--- src/pkg/watch_timer_pkg.sv ---
package watch_timer_pkg;

   ////////////////////////////////////////////////////////////////////////////////
   // clock and times
   localparam int unsigned CLK_PERIOD_NS   = 10;
   localparam int unsigned IVL_HS_NS       = 1995000;
   localparam int unsigned IVL_125MS_NS    = 125000000;
   localparam int unsigned IVL_250MS_NS    = 250000000;
   localparam int unsigned IVL_500MS_NS    = 500000000;
   // half periods of the buzzer tones
   localparam int unsigned BUZ_500HZ_HALF_NS = 1000000;
   localparam int unsigned BUZ_1KHZ_HALF_NS  = 500000;
   localparam int unsigned BUZ_2KHZ_HALF_NS  = 250000;
   localparam int unsigned BUZ_4KHZ_HALF_NS  = 125000;

   ////////////////////////////////////////////////////////////////////////////////
   // divider width, enough for the longest interval in cycles
   localparam int unsigned DIV_W = 26;

   ////////////////////////////////////////////////////////////////////////////////
   // control register location and layout
   localparam logic [7:0] CTL_ADDR     = 8'hfe;
   localparam logic       CTL_SET      = 1'b1;
   localparam logic       CTL_BANK     = 1'b1;
   localparam logic [7:0] CTL_RESET    = 8'h00;
   localparam int unsigned BIT_PENDING = 0;
   localparam int unsigned BIT_ENABLE  = 1;
   localparam int unsigned SEL_LO      = 2;
   localparam int unsigned BUZ_LO      = 4;
   localparam int unsigned BIT_IRQ_EN  = 6;
   localparam int unsigned CTL_USED_W  = 7;
   localparam logic [7:0] IRQ_VECTOR   = 8'he2;

   typedef enum logic [1:0] {
      IVL_500MS = 2'h0,
      IVL_250MS = 2'h1,
      IVL_125MS = 2'h2,
      IVL_HS    = 2'h3
   } interval_sel_t;

   typedef enum logic [1:0] {
      BUZ_500HZ = 2'h0,
      BUZ_1KHZ  = 2'h1,
      BUZ_2KHZ  = 2'h2,
      BUZ_4KHZ  = 2'h3
   } buzzer_sel_t;

   // field order matches the register bit positions, bit 7 reserved
   typedef struct packed {
      logic          overflow_irq_enable;
      buzzer_sel_t   buzzer_select;
      interval_sel_t interval_select;
      logic          watch_enable;
      logic          interval_pending;
   } watch_timer_control_t;

   typedef struct packed {
      logic       wr;
      logic       rd;
      logic       reg_set;
      logic       bank;
      logic [7:0] addr;
      logic [7:0] wdata;
   } reg_req_t;

   typedef struct packed {
      watch_timer_control_t ctl;
      logic [7:0]           rdata;
      logic                 irq;
      logic [7:0]           vector;
      logic                 buzzer;
   } watch_state_t;

   typedef struct packed {
      logic [DIV_W-1:0] cnt;
      logic             tick;
   } div_state_t;

endpackage

--- src/core/period_divider.sv ---
`timescale 1ns/1ns
`default_nettype none

module period_divider (
   input  wire logic                                clk_sys_in, // system clock
   input  wire logic                                rst_b_in,   // sync reset, active low
   input  wire logic                                ce_in,      // clock enable
   input  wire logic                                run_in,     // count while high
   input  wire logic [watch_timer_pkg::DIV_W-1:0]   limit_in,   // cycles per tick
   output logic                                     tick_out    // one-cycle pulse per period
);

   watch_timer_pkg::div_state_t s;
   watch_timer_pkg::div_state_t next_s;

   ////////////////////////////////////////////////////////////////////////////////
   always_comb begin
      next_s      = s;
      next_s.tick = 1'b0;
      if (!run_in) begin
         next_s.cnt = '0;
      end else if (s.cnt >= limit_in - watch_timer_pkg::DIV_W'(1)) begin
         // >= so a shorter limit chosen mid-period wraps at once
         next_s.cnt  = '0;
         next_s.tick = 1'b1;
      end else begin
         next_s.cnt = s.cnt + watch_timer_pkg::DIV_W'(1);
      end
   end

   always_ff @(posedge clk_sys_in) begin
      if (!rst_b_in) begin
         s <= '0;
      end else if (ce_in) begin
         s <= next_s;
      end
   end

   assign tick_out = s.tick;
endmodule

`default_nettype wire

--- src/core/watch_interval_timer.sv ---
`timescale 1ns/1ns
`default_nettype none

module watch_interval_timer #(
   parameter int unsigned IVL_HS_CYC    = watch_timer_pkg::IVL_HS_NS / watch_timer_pkg::CLK_PERIOD_NS,
   parameter int unsigned IVL_125MS_CYC = watch_timer_pkg::IVL_125MS_NS / watch_timer_pkg::CLK_PERIOD_NS,
   parameter int unsigned IVL_250MS_CYC = watch_timer_pkg::IVL_250MS_NS / watch_timer_pkg::CLK_PERIOD_NS,
   parameter int unsigned IVL_500MS_CYC = watch_timer_pkg::IVL_500MS_NS / watch_timer_pkg::CLK_PERIOD_NS,
   parameter int unsigned BUZ_500HZ_CYC = watch_timer_pkg::BUZ_500HZ_HALF_NS / watch_timer_pkg::CLK_PERIOD_NS,
   parameter int unsigned BUZ_1KHZ_CYC  = watch_timer_pkg::BUZ_1KHZ_HALF_NS / watch_timer_pkg::CLK_PERIOD_NS,
   parameter int unsigned BUZ_2KHZ_CYC  = watch_timer_pkg::BUZ_2KHZ_HALF_NS / watch_timer_pkg::CLK_PERIOD_NS,
   parameter int unsigned BUZ_4KHZ_CYC  = watch_timer_pkg::BUZ_4KHZ_HALF_NS / watch_timer_pkg::CLK_PERIOD_NS
) (
   input  wire logic                       clk_sys_in,                // main system clock
   input  wire logic                       rst_b_in,                  // sync reset, active low
   input  wire logic                       ce_in,                     // clock enable, freezes all state
   input  wire watch_timer_pkg::reg_req_t  reg_req_in,                // register access from the core
   output logic [7:0]                      reg_rdata_out,             // read data, one cycle after rd
   output logic                            interrupt_level_four_out,  // overflow request, level
   output logic [7:0]                      irq_vector_out,            // vector of the overflow request
   output logic                            buzzer_output_out          // buzzer square wave pin
);

   ////////////////////////////////////////////////////////////////////////////////
   // state
   watch_timer_pkg::watch_state_t s;
   watch_timer_pkg::watch_state_t next_s;

   logic                              ctl_hit;
   logic                              ctl_wr;
   logic                              ctl_rd;
   logic [7:0]                        ctl_image;
   logic [watch_timer_pkg::DIV_W-1:0] interval_limit;
   logic [watch_timer_pkg::DIV_W-1:0] buzzer_limit;
   logic                              interval_tick;
   logic                              buzzer_tick;

   ////////////////////////////////////////////////////////////////////////////////
   // register decode
   always_comb begin
      ctl_hit = reg_req_in.reg_set == watch_timer_pkg::CTL_SET
             && reg_req_in.bank == watch_timer_pkg::CTL_BANK
             && reg_req_in.addr == watch_timer_pkg::CTL_ADDR;
      ctl_wr    = reg_req_in.wr && ctl_hit;
      ctl_rd    = reg_req_in.rd && ctl_hit;
      ctl_image = 8'(s.ctl); // reserved bit 7 reads zero
   end

   ////////////////////////////////////////////////////////////////////////////////
   // period selection
   always_comb begin
      unique case (s.ctl.interval_select)
         watch_timer_pkg::IVL_500MS : interval_limit = watch_timer_pkg::DIV_W'(IVL_500MS_CYC);
         watch_timer_pkg::IVL_250MS : interval_limit = watch_timer_pkg::DIV_W'(IVL_250MS_CYC);
         watch_timer_pkg::IVL_125MS : interval_limit = watch_timer_pkg::DIV_W'(IVL_125MS_CYC);
         watch_timer_pkg::IVL_HS    : interval_limit = watch_timer_pkg::DIV_W'(IVL_HS_CYC);
      endcase
      unique case (s.ctl.buzzer_select)
         watch_timer_pkg::BUZ_500HZ : buzzer_limit = watch_timer_pkg::DIV_W'(BUZ_500HZ_CYC);
         watch_timer_pkg::BUZ_1KHZ  : buzzer_limit = watch_timer_pkg::DIV_W'(BUZ_1KHZ_CYC);
         watch_timer_pkg::BUZ_2KHZ  : buzzer_limit = watch_timer_pkg::DIV_W'(BUZ_2KHZ_CYC);
         watch_timer_pkg::BUZ_4KHZ  : buzzer_limit = watch_timer_pkg::DIV_W'(BUZ_4KHZ_CYC);
      endcase
   end

   ////////////////////////////////////////////////////////////////////////////////
   // dividers straight off the system clock, no slow oscillator needed
   period_divider u_interval (
      .clk_sys_in (clk_sys_in),
      .rst_b_in   (rst_b_in),
      .ce_in      (ce_in),
      .run_in     (s.ctl.watch_enable),
      .limit_in   (interval_limit),
      .tick_out   (interval_tick)
   );

   period_divider u_buzzer (
      .clk_sys_in (clk_sys_in),
      .rst_b_in   (rst_b_in),
      .ce_in      (ce_in),
      .run_in     (s.ctl.watch_enable),
      .limit_in   (buzzer_limit),
      .tick_out   (buzzer_tick)
   );

   ////////////////////////////////////////////////////////////////////////////////
   // next state
   always_comb begin
      next_s = s;
      if (ctl_wr) begin
         next_s.ctl.watch_enable        = reg_req_in.wdata[watch_timer_pkg::BIT_ENABLE];
         next_s.ctl.overflow_irq_enable = reg_req_in.wdata[watch_timer_pkg::BIT_IRQ_EN];
         next_s.ctl.interval_select     =
            watch_timer_pkg::interval_sel_t'(reg_req_in.wdata[watch_timer_pkg::SEL_LO +: 2]);
         next_s.ctl.buzzer_select       =
            watch_timer_pkg::buzzer_sel_t'(reg_req_in.wdata[watch_timer_pkg::BUZ_LO +: 2]);
         // writing one leaves pending as it is, software cannot fake an overflow
         next_s.ctl.interval_pending    =
            s.ctl.interval_pending & reg_req_in.wdata[watch_timer_pkg::BIT_PENDING];
      end
      // an overflow in the clearing cycle wins, so no period is lost
      if (interval_tick) begin
         next_s.ctl.interval_pending = 1'b1;
      end
      next_s.rdata  = ctl_rd ? ctl_image : 8'h00;
      next_s.irq    = s.ctl.interval_pending & s.ctl.overflow_irq_enable;
      next_s.vector = watch_timer_pkg::IRQ_VECTOR;
      if (!s.ctl.watch_enable) begin
         next_s.buzzer = 1'b0;
      end else if (buzzer_tick) begin
         next_s.buzzer = ~s.buzzer;
      end
   end

   always_ff @(posedge clk_sys_in) begin
      if (!rst_b_in) begin
         s     <= '0;
         s.ctl <= watch_timer_pkg::watch_timer_control_t'(
                     watch_timer_pkg::CTL_RESET[watch_timer_pkg::CTL_USED_W-1:0]);
      end else if (ce_in) begin
         s <= next_s;
      end
   end

   ////////////////////////////////////////////////////////////////////////////////
   // outputs
   assign reg_rdata_out            = s.rdata;
   assign interrupt_level_four_out = s.irq;
   assign irq_vector_out           = s.vector;
   assign buzzer_output_out        = s.buzzer;
endmodule

`default_nettype wire

--- config.mk ---
export PLATFORM = sky130hd
export DESIGN_NAME = watch_interval_timer
export DESIGN_NICKNAME = d
export VERILOG_FILES = /design/src/pkg/watch_timer_pkg.sv /design/src/core/period_divider.sv /design/src/core/watch_interval_timer.sv
export SDC_FILE = /design/constraint.sdc
export NUM_CORES = 1
export LEC_CHECK = 0
export ABC_AREA = 0
export BUFFER_PORTS_ARGS = -buffer_cell sky130_fd_sc_hd__buf_2
export CAP_MARGIN = 20
export CORE_MARGIN = 2
export CORE_UTILIZATION = 40
export CTS_CLUSTER_SIZE = 12
export DETAILED_ROUTE_END_ITERATION = 7
export HOLD_SLACK_MARGIN = 0.1
export PLACE_DENSITY = 0.59
export RECOVER_POWER = 100
export SLEW_MARGIN = 20
export SYNTH_ARGS = -nofsm -noshare
export SYNTH_HDL_FRONTEND = slang
export SYNTH_HIERARCHICAL = 1
export SYNTH_SLANG_ARGS = --single-unit
--- constraint.sdc ---
create_clock -name clk_sys_in -period 4.54 [get_ports clk_sys_in]
set_input_delay 0.681 -clock clk_sys_in [delete_from_list [all_inputs] [get_ports clk_sys_in]]
set_output_delay 0.681 -clock clk_sys_in [all_outputs]
set_load 0.005 [all_outputs]
* Word-level counts from Yosys, hierarchy flattened *
Index checks and enable logic that the tools add are counted.
Widths: inputs -> output; s select.

storage, ports and cells
  logic and storage cells = 55
  bits of input ports = 23
  bits in registers = 72
  output and inout bits = 18

cells by class
  bitwise gates (word level) = 3
  reduce and logical (&&, ||, !) cells = 10
  add/subtract/negate cells = 4
  magnitude comparators = 2
  multiplexer cells = 15
  equal/unequal tests = 8

operator list
  kind                   count
  $pmux 26 s4            2
  $mux 26                4
  $add 26x1->26 const B  2
  $ge 26x26->1           2
  $sub 26x1->26 const B  2
  $eq 2x2->1 const B     4
  $eq 8x8->1 const B     1
  $mux 1                 8
  $mux 7                 1
  $reduce_and 2->1       3
  $eq 2x1->1 const B     2
  $logic_and 1x1->1      4
  $logic_not 2->1        2
  $and 1x1->1            2
  $ne 2x1->1 const B     1
  $reduce_bool 2->1      1
  $not 1->1              1

* Depth between registers and ports, before layout *
  depth in word-level cells = 6
  depth in mapped cells = 19
  depth with buffers taken out = 17

* Hierarchy *
Netlist, hierarchy kept.

by module, submodules not included
  module                        times used  cells each  area each (µm²)  sequential area each (µm²)
  period_divider at u_interval  1           319         2,449.8          540.5
  period_divider at u_buzzer    1           308         2,391.0          540.5
  watch_interval_timer          1           105         1,008.5          340.3

* Worst setup path after synthesis *
OpenSTA, ideal clock, no wires.

  kind = flip-flop to flip-flop
  from = register s (netlist bit ctl_image[2])
  to = register u_interval/s[14] (netlist bit)
  buffers on the path = 1
  arrival time = 4.621 ns
  period minus slack after synthesis = 4.696 ns
  path slack = -0.156 ns
  cell stages (with the launch flop) = 18
  library setup time = 0.075 ns
  required time = 4.465 ns
  cell sequence = dfxtp_1 ha_1 or3_1 or3b_2 or4_1 nor3_2 nand3_1 nor3_1 xnor2_1 ha_1 nand4_1 nor4_1 nor3b_1 a22oi_1 and3_1 clkbuf_1 or4b_2 a31oi_1

on the way
  longest elaborated chain between the ends = 6
  elaborated cells on any way between the ends = 9
  those cells by class = add/sub (1); order compare (1); eq/ne (3); mux (3); reduce/logical (1)

ends and longest elaborated chain
  element                             RTL line                     RTL
  from (decl)                         watch_interval_timer.sv:26   watch_timer_pkg::watch_state_t s;
  from (signal assigned)              watch_interval_timer.sv:121  s <= next_s;
  $eq 2x2->1 (tied with other cells)  watch_interval_timer.sv:52   unique case (s.ctl.interval_select)
  $pmux 26 s4 (*)                     watch_interval_timer.sv:52
  named net interval_limit (one bit)  watch_interval_timer.sv:33   logic [watch_timer_pkg::DIV_W-1:0] interval_limit;
  $sub 26x1->26 (*)                   period_divider.sv:22         end else if (s.cnt >= limit_in - watch_timer_pkg::DIV_W'(1)) begin
  $ge 26x26->1 (*)                    period_divider.sv:22
  $mux 26 (*)                         period_divider.sv:22
  $mux 26 (*)                         period_divider.sv:20         if (!run_in) begin
  to (signal assigned)                period_divider.sv:35         s <= next_s;
  to (decl)                           period_divider.sv:13         watch_timer_pkg::div_state_t s;

The timed path passes the listed nets; every way through them passes the cells marked *. The select of a mux whose other input is x is not followed.
A chain may end at the register's enable or synchronous reset.

* Worst setup path in the final report *
  from = register s (netlist bit ctl_image[3])
  to = register u_interval/s[4] (netlist bit)

Same word-level chain as after synthesis.

==> run_results.csv <==
group,metric,value,unit
synth,synth_top_area_cell,"dfxtp_1",
synth,ys_ff_latch,71,
sta,finalCritPeriodShare,96.6,%
route,postRouteAntennaNets,0,
floorplanning,rows,44,
synth,synth_cells,732,
floorplanning,die_height,125,um
worst_setup_path,arrival,4630,ps
layout,fillers,1439,
floorplanning,initial_core_util,40.6,%
floorplanning,io_pins,41,
sta,worst_slew_pin_slew,1680,ps
worst_setup_path,r2r_slack,160,ps
layout,multiInputGateArea,4510,um^2
clock_tree,cts_buffers,9,
worst_setup_path,crit_required,4790,ps
worst_setup_path,start_kind,"flop",
grt,grt_remaining_overflow,0,
clock_tree,htree_num_levels,3,
worst_setup_path,path_class,"reg -> reg",
min_path,hold_class,"reg -> reg",
worst_setup_path,worstSetupEndpointType,"flop",
worst_setup_path,r2r_end,"u_interval/s[4]$_SDFFE_PN0P_",
layout,synthToLayoutAreaGrowth,20.3,%
layout,drive_gt1_share,15.9,%
layout,final_cell_mix,"nand2_1, dfxtp_1, ha_1",
sta,drv_slew,7,
placed_design,port_buffers,34,
power_and_ir_drop,powerDensity,201,nW/um^2
route,routed_wl,14400,um
synth,synthFlopType,"dfxtp_1",
floorplanning,die_w,125,um
clock_tree,cts_hold_buf,0,
synth,synth_top_cell_area_share,24.3,%
status,status,"complete, but fails checks",
sta,setup_tns,0,ps
route,met2_length,6530,um
sta,slew_headroom,-12.9,%
clock_tree,cts_tree,"built",
clock_tree,clk_pin_slew_worst_paths,60,ps
power_and_ir_drop,vdd_drop_max,0.000162,V
route,drt-initial-drc-count,251,
status,violations,"max-capacitance violations, max-slew violations",
placed_design,post-dp-hpwl,10900,um
route,wl_met1,7070,um
floorplanning,coreArea,14400,um^2
route,highest_layer,"met4",
route,dr_wl_met3,630,um
route,drcViolationCount,0,
synth,synthSimpleGateAreaFrac,31.3,%
floorplanning,die_area,15600,um^2
worst_setup_path,path_max_fanout,8,
synth,synth_xor_area_share,8.98,%
synth,synth_compound_area_share,15.5,%
worst_setup_path,rr_worst_depth,19,
worst_setup_path,worstSetupStartpoint,"ctl_image[3]$_SDFFE_PN0P_",
clock_tree,cts.sinks,71,
layout,final_common_cell,"nand2_1",
route,avgViaCountPerCell,5.47,
grt,grt_pass1_vias,5240,
worst_setup_path,endpoint,"u_interval/s[4]$_SDFFE_PN0P_",
synth,synth_area_leaders,"dfxtp_1, ha_1, nand2_1, xnor2_1, xor2_1",
clock_tree,worst_skew_pair.late_latency,340,ps
grt,grt_start_max_net_pins,35,
grt,grt_first_pass_wirelength,24100,um
layout,final_util,48.8,%
sta,setup_violations,0,
sta,fmax,0.228,GHz
synth,yosysSeqAreaShare,24.3,%
clock_tree,cts-root-buf,"clkbuf_16",
synth,synth-edff-count,0,
layout,seqCellArea,1430,um^2
synth,synth.area.mux_share,1.20,%
route,wl_per_cell,14.2,um
synth,synth.distinct_cells,63,
sta,clock_skew,4.74,ps
clock_tree,clockBufferDepth,2,
synth,synth_fa_ha_area_share,14.5,%
synth,synth_top_family_by_area,"simple AND/OR/NAND/NOR gates",
grt,grt_usage,18.1,%
run,max_cap_violations,1,
layout,nets,917,
sta,finalHoldViolations,0,
sta,min_period,4380,ps
worst_setup_path,r2r_start,"ctl_image[3]$_SDFFE_PN0P_",
synth,synth_warnings,6,
synth,avgSynthCellArea,7.99,um^2
layout,antennaDiodeCount,0,
placed_design,gp_congestion,0.865,
grt,grt_antenna_before_repair,0,
synth,syn-cell-area,5850,um^2
power_and_ir_drop,p_leak,2.71,nW
route,dr.pass1.iters,5,
synth,async_flop_share,0,%
route,vias,5556,
[registers in the layout, indices dropped and copies added, names as in the netlist]
register	flops
u_buzzer/s	26
u_buzzer/tick_out	1
irq_vector_out	1
interrupt_level_four_out	1
ctl_image	7
reg_rdata_out	7
u_interval/tick_out	1
buzzer_output_out	1
u_interval/s	26
[critical path, cell delays in order (launching register included)]
cell	delay (ps)
dfxtp_2	350
buf_4	140
inv_2	70
ha_4	170
or2_2	300
buf_4	180
nor4_4	260
buf_4	170
nand4_1	160
nor4_2	370
xnor2_1	130
ha_1	320
a21o_1	180
a21o_1	180
a21oi_2	140
and2_1	140
nand4_1	250
buf_6	260
or3_1	350
a31oi_1	170
[how the worst min path moves through the flow]
stage	start	slack, ps	cells after the start	to
3_3_place_gp	u_buzzer/tick_out$_SDFFE_PN0P_	460	1	u_buzzer/tick_out$_SDFFE_PN0P_
4_1_cts	u_buzzer/tick_out$_SDFFE_PN0P_	480	1	u_buzzer/tick_out$_SDFFE_PN0P_
5_1_grt	reg_rdata_out[2]$_SDFFE_PN0P_	490	1	reg_rdata_out[2]$_SDFFE_PN0P_
3_5_place_dp	reg_rdata_out[2]$_SDFFE_PN0P_	460	1	reg_rdata_out[2]$_SDFFE_PN0P_
2_1_floorplan	u_buzzer/tick_out$_SDFFE_PN0P_	440	1	u_buzzer/tick_out$_SDFFE_PN0P_
6_report	ctl_image[6]$_SDFFE_PN0P_	480	2	ctl_image[6]$_SDFFE_PN0P_
[cells by family (layout without fill, tap and decap cells)]
group           Yosys count  count (layout)
mux                       7               7
other cells               1              44
flops                    71              71
compound gates          137             137
xor+xnor                 60              60
buf+inv                  55             111
fa+ha+maj                68              68
simple gates            333             333
[area by class of cell]
class,instances,area share [%]
inverters,22,1.17
flip-flops and latches,71,20.3
multi-input cells,649,64.2
clock inverters,3,0.356
clock buffers,13,3.98
repair buffers,73,6.71
well taps,184,3.27
[per-stage QoR]
stage               hold slack [ps]  instances  area [um^2]  total power [mW]  worst slack, ps
floorplan                       441        775         6020             0.696             19.1
global placement                456        992         6500             0.714            -10.5
detailed placement              463        992         6500             0.717             -130
CTS                             479       1008         6840              1.43             3.07
global route                    490       1015         7030              1.46            -53.9
finish                          476       1015         7030              1.41              156
[power breakdown]
part	switching [mW]	internal, mW	total, mW
clock	0.276	0.432	0.708
combinational	0.0501	0.0298	0.0799
sequential	0.000642	0.622	0.623
total	0.327	1.08	1.41
[per-layer routing]
layer	vias up	global-route usage (%)
met4	0	5.16
met1	2575	24.9
li1	2840	-
met5	-	0
met2	127	29.6
met3	14	2.88
[what timing repair did]
| action | in CTS | in global routing |
|---|---|---|
| pin swaps | 0 | 15 |
| cloned | 0 | 1 |
| setup buffers | 0 | 6 |
| endpoints found under the setup margin | 46 | 52 |
| resized for setup | 6 | 42 |
[synthesized netlist by cell type, types with 4 or more instances]
library cell / count
a41oi_1: 7
or4_1: 8
or3_1: 15
nand3_1: 41
and4_1: 4
ha_1: 68
nor2_1: 37
buf_4: 8
nand4_1: 23
nor4_1: 13
inv_1: 21
nand2_1: 82
o31a_1: 7
nand2b_1: 7
a21o_1: 7
or2_2: 8
xor2_1: 27
o21ai_0: 27
a31oi_1: 28
nand3b_1: 4
clkbuf_1: 22
nor2b_1: 22
dfxtp_1: 71
and3_1: 14
nor3_1: 33
a22o_1: 7
mux2i_1: 7
a21oi_1: 30
xnor2_1: 33
Power figures use the tool's default switching activity.
